<file path="src/verilog/rq_rc_stream_map.vh">
// How it works
// lookup select picks table entry or raw value
// user supplies steering value in bits 23:16
// hint and label fields sampled on first beat
// label output once request cannot be overtaken
// user may tie label input to zero
// user drives odd parity per data byte
// parity mismatch logs fatal error, drops packet
// parity bits may be zero when checking off
// unused completion data lanes driven low
// 75-bit sideband meaningful only while valid
// last marks final beat when not straddling
// last held zero when straddling
// dword-valid contiguous, full except final beat
// unused dword-valid bits driven low
// straddle mode holds dword-valid all ones
// valid held across the whole packet
// beat moves on valid and ready; else holds
// byte-valid marks payload bytes only, contiguous
// unused byte-valid bits driven low
// zero-length read completion gets byte-valid bit; code sets bit 12, which the lane mask clears at 64-bit width
// first start flag on first beat, second zero
// straddle start at lane 0 or 16
// second start only after first ends in beat
// reset keeps valid low, no label pulses
`ifndef RQ_RC_STREAM_MAP_VH
`define RQ_RC_STREAM_MAP_VH

// register offsets (byte addresses)
`define REG_CONTROL_OFS      4'h0
`define REG_STATUS_OFS       4'h4
`define REG_TABLE_INDEX_OFS  4'h8
`define REG_TABLE_DATA_OFS   4'hc

// control fields
`define CTRL_WIDTH_LSB       0
`define CTRL_STRADDLE_BIT    2
`define CTRL_PARITY_EN_BIT   3
`define CTRL_RESET_VALUE     4'h2

// interface width codes
`define WIDTH_64             2'h0
`define WIDTH_128            2'h1
`define WIDTH_256            2'h2

// status fields
`define STAT_FATAL_BIT       0
`define STAT_LABEL_LSB       4
`define STAT_DROPS_LSB       8

// request sideband fields
`define RQ_LOOKUP_SEL_BIT    15
`define RQ_STEER_LSB         16
`define RQ_LABEL_LSB         24
`define RQ_PARITY_LSB        28

// completion sideband fields
`define RC_START0_BIT        32
`define RC_START1_BIT        33
`define RC_UPPER_LSB         34

// steering table
`define TABLE_INDEX_BITS     6
`define TABLE_DEPTH          64

// byte lane of first payload byte after a three-dword descriptor
`define RC_ZERO_LEN_BYTE     12

`endif

</file>
<file path="src/verilog/steer_tag_table.v">
`timescale 1ns/10ps
// steering tag table, one write port and two registered read ports
module steer_tag_table (
  // clock
  input  wire       core_clk_i,
  // write port
  input  wire       wr_en_i,
  input  wire [5:0] wr_addr_i,
  input  wire [7:0] wr_data_i,
  // read ports
  input  wire [5:0] rd_a_addr_i,
  output reg  [7:0] rd_a_data_o,
  input  wire [5:0] rd_b_addr_i,
  output reg  [7:0] rd_b_data_o
);

  reg [7:0] mem [0:63];

  // write and registered reads
  always @(posedge core_clk_i) begin
    if (wr_en_i) begin
      mem[wr_addr_i] <= wr_data_i;
    end
    rd_a_data_o <= mem[rd_a_addr_i];
    rd_b_data_o <= mem[rd_b_addr_i];
  end

endmodule

</file>
<file path="src/verilog/byte_parity_check.v">
`timescale 1ns/10ps
// odd parity check per data byte, lanes outside the width ignored
module byte_parity_check (
  // beat
  input  wire [255:0] data_i,
  input  wire [31:0]  parity_i,
  input  wire [31:0]  lane_mask_i,
  // result
  output wire         error_o
);

  wire [31:0] lane_bad;

  // a lane is bad when byte and parity bit xor to zero
  genvar i;
  generate
    for (i = 0; i < 32; i = i + 1) begin : g_lane
      assign lane_bad[i] = lane_mask_i[i] & ~(^{data_i[8*i+7:8*i], parity_i[i]});
    end
  endgenerate

  assign error_o = |lane_bad;

endmodule

</file>
<file path="src/verilog/requester_request_completion_stream.v">
// Chosen here: the Wishbone slave port and the placing of the registers.
`timescale 1ns/10ps
`include "rq_rc_stream_map.vh"
// request sideband tail and completion delivery stream
module requester_request_completion_stream (
  // clock and reset
  input  wire         core_clk_i,
  input  wire         reset_n_i,
  // wishbone slave
  input  wire         wb_cyc_i,
  input  wire         wb_stb_i,
  input  wire         wb_we_i,
  input  wire [3:0]   wb_adr_i,
  input  wire [3:0]   wb_sel_i,
  input  wire [31:0]  wb_dat_i,
  output reg  [31:0]  wb_dat_o,
  output reg          wb_ack_o,
  // request stream from user logic
  input  wire [255:0] request_stream_data_i,
  input  wire [59:0]  request_stream_sideband_i,
  input  wire         request_stream_last_i,
  input  wire         request_stream_valid_i,
  output wire         request_stream_ready_o,
  // request results
  output reg  [3:0]   progress_label_out_o,
  output reg          progress_label_out_valid_o,
  output reg  [7:0]   steering_tag_o,
  output reg          steering_tag_valid_o,
  output reg          request_drop_o,
  output reg          internal_error_o,
  // completion beats from the receive side
  input  wire [255:0] cpl_src_data_i,
  input  wire [31:0]  cpl_src_byte_valid_i,
  input  wire [3:0]   cpl_src_dwords_i,
  input  wire         cpl_src_start_i,
  input  wire         cpl_src_second_start_i,
  input  wire         cpl_src_end_i,
  input  wire         cpl_src_zero_len_i,
  input  wire [40:0]  cpl_src_upper_side_i,
  input  wire         cpl_src_valid_i,
  output wire         cpl_src_ready_o,
  // completion stream to user logic
  output reg  [255:0] completion_stream_data_o,
  output reg  [74:0]  completion_stream_sideband_o,
  output reg          completion_stream_last_o,
  output reg  [7:0]   completion_stream_dword_valid_o,
  output reg          completion_stream_valid_o,
  input  wire         completion_stream_ready_i
);

  // byte lanes that exist at a given width
  function [31:0] lane_mask;
    input [1:0] width;
    begin
      if (width == `WIDTH_64) begin
        lane_mask = 32'h0000_00ff;
      end else if (width == `WIDTH_128) begin
        lane_mask = 32'h0000_ffff;
      end else begin
        lane_mask = 32'hffff_ffff;
      end
    end
  endfunction

  // contiguous dword mask from a count
  function [7:0] dword_mask;
    input [3:0] count;
    begin
      if (count >= 4'h8) begin
        dword_mask = 8'hff;
      end else begin
        dword_mask = ~(8'hff << count[2:0]);
      end
    end
  endfunction

  // configuration and status registers
  reg  [3:0]  control_reg;
  reg  [5:0]  table_index_reg;
  reg  [7:0]  drop_count_reg;
  reg  [3:0]  last_label_reg;
  reg         fatal_reg;
  reg         ack_reg;

  wire [1:0]  width_sel;
  wire        straddle;
  wire        parity_en;
  wire [31:0] lanes;

  assign width_sel = control_reg[`CTRL_WIDTH_LSB+1:`CTRL_WIDTH_LSB];
  assign straddle  = control_reg[`CTRL_STRADDLE_BIT] & (width_sel == `WIDTH_256);
  assign parity_en = control_reg[`CTRL_PARITY_EN_BIT];
  assign lanes     = lane_mask(width_sel);

  // bus access decode
  wire        wb_req;
  wire        wb_write;
  wire        table_write;
  wire [7:0]  table_rd_data;

  assign wb_req      = wb_cyc_i & wb_stb_i & ~ack_reg;
  assign wb_write    = wb_req & wb_we_i & wb_sel_i[0];
  assign table_write = wb_write & (wb_adr_i == `REG_TABLE_DATA_OFS);

  // register writes and acknowledge, one cycle after the strobe
  always @(posedge core_clk_i) begin
    if (!reset_n_i) begin
      control_reg     <= `CTRL_RESET_VALUE;
      table_index_reg <= 6'h0;
      ack_reg         <= 1'b0;
    end else begin
      ack_reg <= wb_req;
      if (wb_write) begin
        if (wb_adr_i == `REG_CONTROL_OFS) begin
          control_reg <= wb_dat_i[3:0];
        end else if (wb_adr_i == `REG_TABLE_INDEX_OFS) begin
          table_index_reg <= wb_dat_i[5:0];
        end
      end
    end
  end

  // read data, unmapped offsets read zero
  always @(posedge core_clk_i) begin
    if (!reset_n_i) begin
      wb_dat_o <= 32'h0000_0000;
    end else if (wb_req && !wb_we_i) begin
      if (wb_adr_i == `REG_CONTROL_OFS) begin
        wb_dat_o <= {28'h000_0000, control_reg};
      end else if (wb_adr_i == `REG_STATUS_OFS) begin
        wb_dat_o <= {16'h0000, drop_count_reg, last_label_reg, 3'h0, fatal_reg};
      end else if (wb_adr_i == `REG_TABLE_INDEX_OFS) begin
        wb_dat_o <= {26'h000_0000, table_index_reg};
      end else if (wb_adr_i == `REG_TABLE_DATA_OFS) begin
        wb_dat_o <= {24'h00_0000, table_rd_data};
      end else begin
        wb_dat_o <= 32'h0000_0000;
      end
    end
  end

  always @* begin
    wb_ack_o = ack_reg;
  end

  // request packet states, one-hot
  localparam [2:0] RQ_FIRST    = 3'b001;
  localparam [2:0] RQ_BODY     = 3'b010;
  localparam [2:0] RQ_BODY_BAD = 3'b100;

  // request side state
  reg  [2:0]  rq_state_reg;
  reg  [2:0]  rq_state_next;
  reg  [3:0]  label_reg;
  reg         lookup_sel_reg;
  reg  [7:0]  steer_raw_reg;
  reg         tag_pending_reg;
  wire        rq_fire;
  wire        first_beat;
  wire        beat_bad;
  wire        packet_bad;
  wire [7:0]  steer_in;
  wire [3:0]  label_in;
  wire [7:0]  table_lookup_data;
  wire [3:0]  label_out;

  assign request_stream_ready_o = 1'b1;
  assign rq_fire    = request_stream_valid_i & request_stream_ready_o;
  assign first_beat = rq_state_reg[0];
  assign steer_in   = request_stream_sideband_i[`RQ_STEER_LSB+7:`RQ_STEER_LSB];
  assign label_in   = request_stream_sideband_i[`RQ_LABEL_LSB+3:`RQ_LABEL_LSB];
  assign packet_bad = rq_state_reg[2] | beat_bad;
  assign label_out  = first_beat ? label_in : label_reg;

  // parity over the lanes in use
  byte_parity_check u_parity (
    .data_i      (request_stream_data_i),
    .parity_i    (request_stream_sideband_i[`RQ_PARITY_LSB+31:`RQ_PARITY_LSB]),
    .lane_mask_i (lanes & {32{parity_en}}),
    .error_o     (beat_bad)
  );

  // steering table, port a for lookups, port b for the bus
  steer_tag_table u_table (
    .core_clk_i  (core_clk_i),
    .wr_en_i     (table_write),
    .wr_addr_i   (table_index_reg),
    .wr_data_i   (wb_dat_i[7:0]),
    .rd_a_addr_i (steer_in[`TABLE_INDEX_BITS-1:0]),
    .rd_a_data_o (table_lookup_data),
    .rd_b_addr_i (table_index_reg),
    .rd_b_data_o (table_rd_data)
  );

  // packet tracking: first beat, body, body after a bad beat
  always @* begin
    rq_state_next = rq_state_reg;
    case (rq_state_reg)
      RQ_FIRST: begin
        if (rq_fire && !request_stream_last_i) begin
          rq_state_next = beat_bad ? RQ_BODY_BAD : RQ_BODY;
        end
      end
      RQ_BODY: begin
        if (rq_fire && request_stream_last_i) begin
          rq_state_next = RQ_FIRST;
        end else if (rq_fire && beat_bad) begin
          rq_state_next = RQ_BODY_BAD;
        end
      end
      RQ_BODY_BAD: begin
        if (rq_fire && request_stream_last_i) begin
          rq_state_next = RQ_FIRST;
        end
      end
      default: begin
        rq_state_next = RQ_FIRST;
      end
    endcase
  end

  // first beat capture and packet state
  always @(posedge core_clk_i) begin
    if (!reset_n_i) begin
      rq_state_reg    <= RQ_FIRST;
      label_reg       <= 4'h0;
      lookup_sel_reg  <= 1'b0;
      steer_raw_reg   <= 8'h00;
      tag_pending_reg <= 1'b0;
    end else begin
      rq_state_reg    <= rq_state_next;
      tag_pending_reg <= rq_fire & first_beat;
      if (rq_fire) begin
        if (first_beat) begin
          label_reg      <= label_in;
          lookup_sel_reg <= request_stream_sideband_i[`RQ_LOOKUP_SEL_BIT];
          steer_raw_reg  <= steer_in;
        end
      end
    end
  end

  // steering tag, table entry or raw value
  always @(posedge core_clk_i) begin
    if (!reset_n_i) begin
      steering_tag_o       <= 8'h00;
      steering_tag_valid_o <= 1'b0;
    end else begin
      steering_tag_valid_o <= tag_pending_reg;
      if (tag_pending_reg) begin
        steering_tag_o <= lookup_sel_reg ? table_lookup_data : steer_raw_reg;
      end
    end
  end

  // label release at packet end, drop and sticky error on bad parity
  always @(posedge core_clk_i) begin
    if (!reset_n_i) begin
      progress_label_out_o       <= 4'h0;
      progress_label_out_valid_o <= 1'b0;
      request_drop_o             <= 1'b0;
      internal_error_o           <= 1'b0;
      fatal_reg                  <= 1'b0;
      drop_count_reg             <= 8'h00;
      last_label_reg             <= 4'h0;
    end else begin
      progress_label_out_valid_o <= 1'b0;
      request_drop_o             <= 1'b0;
      if (rq_fire && beat_bad) begin
        fatal_reg        <= 1'b1;
        internal_error_o <= 1'b1;
      end
      if (rq_fire && request_stream_last_i) begin
        if (packet_bad) begin
          request_drop_o <= 1'b1;
          drop_count_reg <= drop_count_reg + 8'h01;
        end else begin
          progress_label_out_valid_o <= 1'b1;
          progress_label_out_o       <= label_out;
          last_label_reg             <= label_out;
        end
      end
    end
  end

  // completion beat shaping
  reg  [31:0]  cpl_byte_valid;
  reg  [7:0]   cpl_dwords;
  reg  [255:0] cpl_data;
  wire         cpl_load;

  assign cpl_src_ready_o = ~completion_stream_valid_o | completion_stream_ready_i;
  assign cpl_load        = cpl_src_valid_i & cpl_src_ready_o;

  // data lanes beyond the width forced low
  genvar b;
  generate
    for (b = 0; b < 32; b = b + 1) begin : g_data_lane
      always @* begin
        cpl_data[8*b+7:8*b] = cpl_src_data_i[8*b+7:8*b] & {8{lanes[b]}};
      end
    end
  endgenerate

  // byte-valid and dword-valid for the width and mode
  always @* begin
    cpl_byte_valid = cpl_src_byte_valid_i;
    if (cpl_src_zero_len_i) begin
      cpl_byte_valid[`RC_ZERO_LEN_BYTE] = 1'b1;
    end
    cpl_byte_valid = cpl_byte_valid & lanes;
    if (straddle) begin
      cpl_dwords = 8'hff;
    end else if (width_sel == `WIDTH_64) begin
      cpl_dwords = dword_mask(cpl_src_dwords_i) & 8'h03;
    end else if (width_sel == `WIDTH_128) begin
      cpl_dwords = dword_mask(cpl_src_dwords_i) & 8'h0f;
    end else begin
      cpl_dwords = dword_mask(cpl_src_dwords_i);
    end
  end

  // output register, held while the user stalls
  always @(posedge core_clk_i) begin
    if (!reset_n_i) begin
      completion_stream_valid_o       <= 1'b0;
      completion_stream_data_o        <= 256'h0;
      completion_stream_sideband_o    <= 75'h0;
      completion_stream_last_o        <= 1'b0;
      completion_stream_dword_valid_o <= 8'h00;
    end else if (cpl_src_ready_o) begin
      completion_stream_valid_o <= cpl_src_valid_i;
      if (cpl_load) begin
        completion_stream_data_o                         <= cpl_data;
        completion_stream_sideband_o[31:0]               <= cpl_byte_valid;
        completion_stream_sideband_o[`RC_START0_BIT]     <= cpl_src_start_i;
        completion_stream_sideband_o[`RC_START1_BIT]     <= straddle & cpl_src_second_start_i
                                                            & cpl_src_start_i & cpl_src_end_i;
        completion_stream_sideband_o[74:`RC_UPPER_LSB]   <= cpl_src_upper_side_i;
        completion_stream_last_o                         <= cpl_src_end_i & ~straddle;
        completion_stream_dword_valid_o                  <= cpl_dwords;
      end
    end
  end

endmodule

</file>
<file path="config.mk">
export PLATFORM = sky130hd
export DESIGN_NAME = requester_request_completion_stream
export DESIGN_NICKNAME = d
export VERILOG_FILES = /design/src/verilog/steer_tag_table.v /design/src/verilog/byte_parity_check.v /design/src/verilog/requester_request_completion_stream.v
export VERILOG_INCLUDE_DIRS = /design/src /design/src/verilog
export SDC_FILE = /design/constraint.sdc
export NUM_CORES = 2
export LEC_CHECK = 0
export BUFFER_PORTS_ARGS = -buffer_cell sky130_fd_sc_hd__buf_2
export CAP_MARGIN = 20
export CELL_PAD_IN_SITES_DETAIL_PLACEMENT = 0
export CELL_PAD_IN_SITES_GLOBAL_PLACEMENT = 1
export CORE_AREA = 2 2 422 424
export DETAILED_ROUTE_END_ITERATION = 8
export DIE_AREA = 0 0 424 426
export PLACE_DENSITY = 0.57
export SYNTH_ARGS = -nofsm -noshare
export SYNTH_HDL_FRONTEND = slang
export SYNTH_SLANG_ARGS = --single-unit
</file>
<file path="constraint.sdc">
create_clock -name core_clk_i -period 2.58 [get_ports core_clk_i]
set_clock_uncertainty 0.05 [all_clocks]
set_input_delay 0.516 -clock core_clk_i [delete_from_list [all_inputs] [get_ports core_clk_i]]
set_output_delay 0.516 -clock core_clk_i [all_outputs]
set_load 0.01 [all_outputs]
</file>
==> metrics.txt <==
Max-cap violations=0; Crit path required time=around 3 ns; clk sinks=937; top flop regs=u_table.mem: 512 flops, completion_stream_data_o: 256 flops, completion_stream_sideband_o: 75 flops; Worst Setup End Kind=flop; FF+latch count, synth=937; Setup Viol. Count Final=0; # IOs=roughly 1100; Rows=around 150; DRT iter0 DRCs=3441; largest reg by FF count=u_table.mem; min cycle time layout=about 2.5 ns; Setup crit start kind=flop; average size of a mapped cell=12.1 µm²; Worst R2R Start=table_index_reg[0]$_SDFFE_PN0P_; hold path start=cpl_src_data_i[69]; Cells after Synth=~3300; Pleak=~22 nW; Reg2Reg Depth=9; core area=176000 µm²; clock buffer depth=3; Die Height=426 µm; GPL Wtd Cong=0.931; Synth Cell Area=40400 µm²; Area contributors post-synth=edfxtp_1 38%, dfxtp_1 21%, mux4_2 9.4%, nand2_1 4.7%, a21oi_1 4.6%; CTS tree=yes; Max Freq=393 MHz; R2R setup slack=about 0.036 ns; FFs w/ async S/R, synth=0%; Worst Path Max Fanout=7; share of the synthesized area in the top cell type=38.0%; area leader, netlist=edfxtp_1; Worst EP arrival=3.06 ns; slack of the critical path=around 0.036 ns; CP dominant cell by count=buf_4; Final Net Count=5511; Yosys Warn Count=0; RR Endpoint=u_table.rd_b_data_o[0]$_DFF_P_; H-tree levels=3; CP Class=reg -> reg; CTS clk-pin slew, worst paths=0.06 ns; WL per Instance=27.8 µm; largest net degree at the start of global routing=90; DRT Pass-1 Iters=5; hold crit path type=in -> reg; vias in the first global route=about 34000; sequential element share of the synthesized area=59.1%; Root Buffer=clkbuf_16; top cells by count, synth=512 x edfxtp_1, 503 x nand2_1, 425 x dfxtp_1; drt drc=0; final hold viol count=0; die area=181000 µm²; P&R area growth vs syn=40.6%; DR vias/cell=4.77; filler instances=17997; total gr overflow=0; final hold slack=0.0532 ns; Total Routing Usage GR=21.4%; status=finished clean; Post-synth EDFFs=just over 500; WL final=roughly 200000 µm; detailed-placement wirelength estimate=157000 µm; Final Cycle Share=a little over nine tenths; Rel. slew slack=43.0%; Worst VDD drop=0.504 mV; via count=34559; pre-CTS worst setup slack=-0.593 ns; cell breakdown of the critical path=buf_4, nand2_1, nor2_4, buf_4, buf_12, a221oi_1, a31oi_1, nor4_4, nand3_1; initial antenna violation count=10; Top FF cell, synth=edfxtp_1; max-slew violation count=0; Hold Path Stages=3; ANT nets after route=0; Starting Density=23.0%; worst skew pair latency=0.72 ns; Slowest Stage Delay on Critical Path=0.53 ns; worst-margin pin slew=0.851 ns; input/output buffers=1034; DIE WIDTH=424 µm; Crit-path slowest cell=nor4_4; top-count cell post-synth=edfxtp_1; pwr dens=approximately 630 nW/µm²; CTS buffer count=106; max reg flops=~510; first-pass GRT wire length=approximately 270000 µm; Synth cell types=60; share of layout cells above drive strength 1=36.5%; WHS Endpoint=completion_stream_data_o[69]$_SDFFE_PN0P_
[worst max-delay path: cells and delay by family, from the launching register on]
kind                   cells  cell delay, ns
AND/OR/NAND/NOR            4            0.93
buffers and inverters      3            0.49
AO/OA/AOI/OAI              2            0.53
flip-flops                 1            0.38
[how the worst max path moves through the flow]
stage,from,endpoint,slack (ns),depth (start not counted)
global route,table_index_reg[0]$_SDFFE_PN0P_,u_table.rd_b_data_o[1]$_DFF_P_,-0.003,11
floorplan,table_index_reg[1]$_SDFFE_PN0P_,u_table.mem[42][0]$_DFFE_PP_,-0.11,7
global placement,request_stream_data_i[189],rq_state_reg[1]$_SDFFE_PN0P_,-0.60,11
finish,table_index_reg[0]$_SDFFE_PN0P_,u_table.rd_b_data_o[0]$_DFF_P_,0.04,9
CTS,table_index_reg[0]$_SDFFE_PN0P_,u_table.rd_b_data_o[4]$_DFF_P_,0.002,7
detailed placement,request_stream_data_i[179],rq_state_reg[1]$_SDFFE_PN0P_,-0.59,12
[where the power goes]
part           total (W)  switching (W)  internal [W]  leakage, nW
sequential        0.0163       0.000214        0.0161         8.10
clock             0.0149        0.00647       0.00842         1.65
combinational    0.00479        0.00267       0.00212         12.4
total             0.0360        0.00936        0.0266         22.1
[cell families after synthesis]
group	share of synthesized area [%]
flip-flops	59.1
adder cells (fa/ha/maj)	0.0309
buffers and inverters	2.87
AO/OA/AOI/OAI	11.6
XOR/XNOR	6.12
multiplexers	10.2
other	0.0186
AND/OR/NAND/NOR	10.1
[metrics by stage]
stage               setup TNS (ns)  utilization [%]  cells  power [W]  cell area, µm²
floorplan                   -23.89                -   3359     0.0187           40600
global placement            -14.49             29.0   6816     0.0211           51000
detailed placement          -13.68             29.0   6816     0.0211           51000
CTS                              0             32.3   7234     0.0364           56700
global route              -0.00283             32.3   7239     0.0372           56800
finish                           0             32.3   7243     0.0360           56800
[final cells by class]
cell class / instances / area [µm²] / share of cell area, %
sequential: 937 / 23900 / 42.0
multi-input combinational: 2134 / 15700 / 27.6
timing repair buffer: 1626 / 10900 / 19.2
clock buffer: 147 / 2960 / 5.21
tap: 2340 / 2930 / 5.15
clock inverter: 47 / 419 / 0.737
antenna: 9 / 22.5 / 0.0396
inverter: 3 / 18.8 / 0.0330
[placed cells by master, fill, tap and decap left out, drive strengths merged, types with 51 or more instances in the layout]
cell / instances
mux4: 169
buf: 1402
a221oi: 51
nand2: 503
nand3: 226
nor2: 141
a22oi: 167
a21oi: 374
a22o: 51
edfxtp: 512
dlygate4sd3: 223
dfxtp: 425
xnor2: 141
clkbuf: 148
xor2: 64
[timing repair]
item                                    in CTS  in global routing
buffers inserted                             1                  0
gates resized for setup                     15                 11
pin swaps                                    3                  5
endpoints found under the hold margin      223                  0
hold buffers                               223                  0
endpoints found under the setup margin      22                  6
[layer usage]
| metal | GRT usage (%) | wire (µm) | share of wire [%] | vias up |
|---|---|---|---|---|
| li1 | - | - | - | 15414 |
| met1 | 24.9 | 75600 | 38 | 17303 |
| met2 | 37.6 | 102000 | 51 | 1563 |
| met3 | 3.79 | 12500 | 6.2 | 279 |
| met4 | 10.9 | 11200 | 5.6 | 0 |
| met5 | 0 | 0 | 0 | - |
Power figures use the tool's default switching activity.
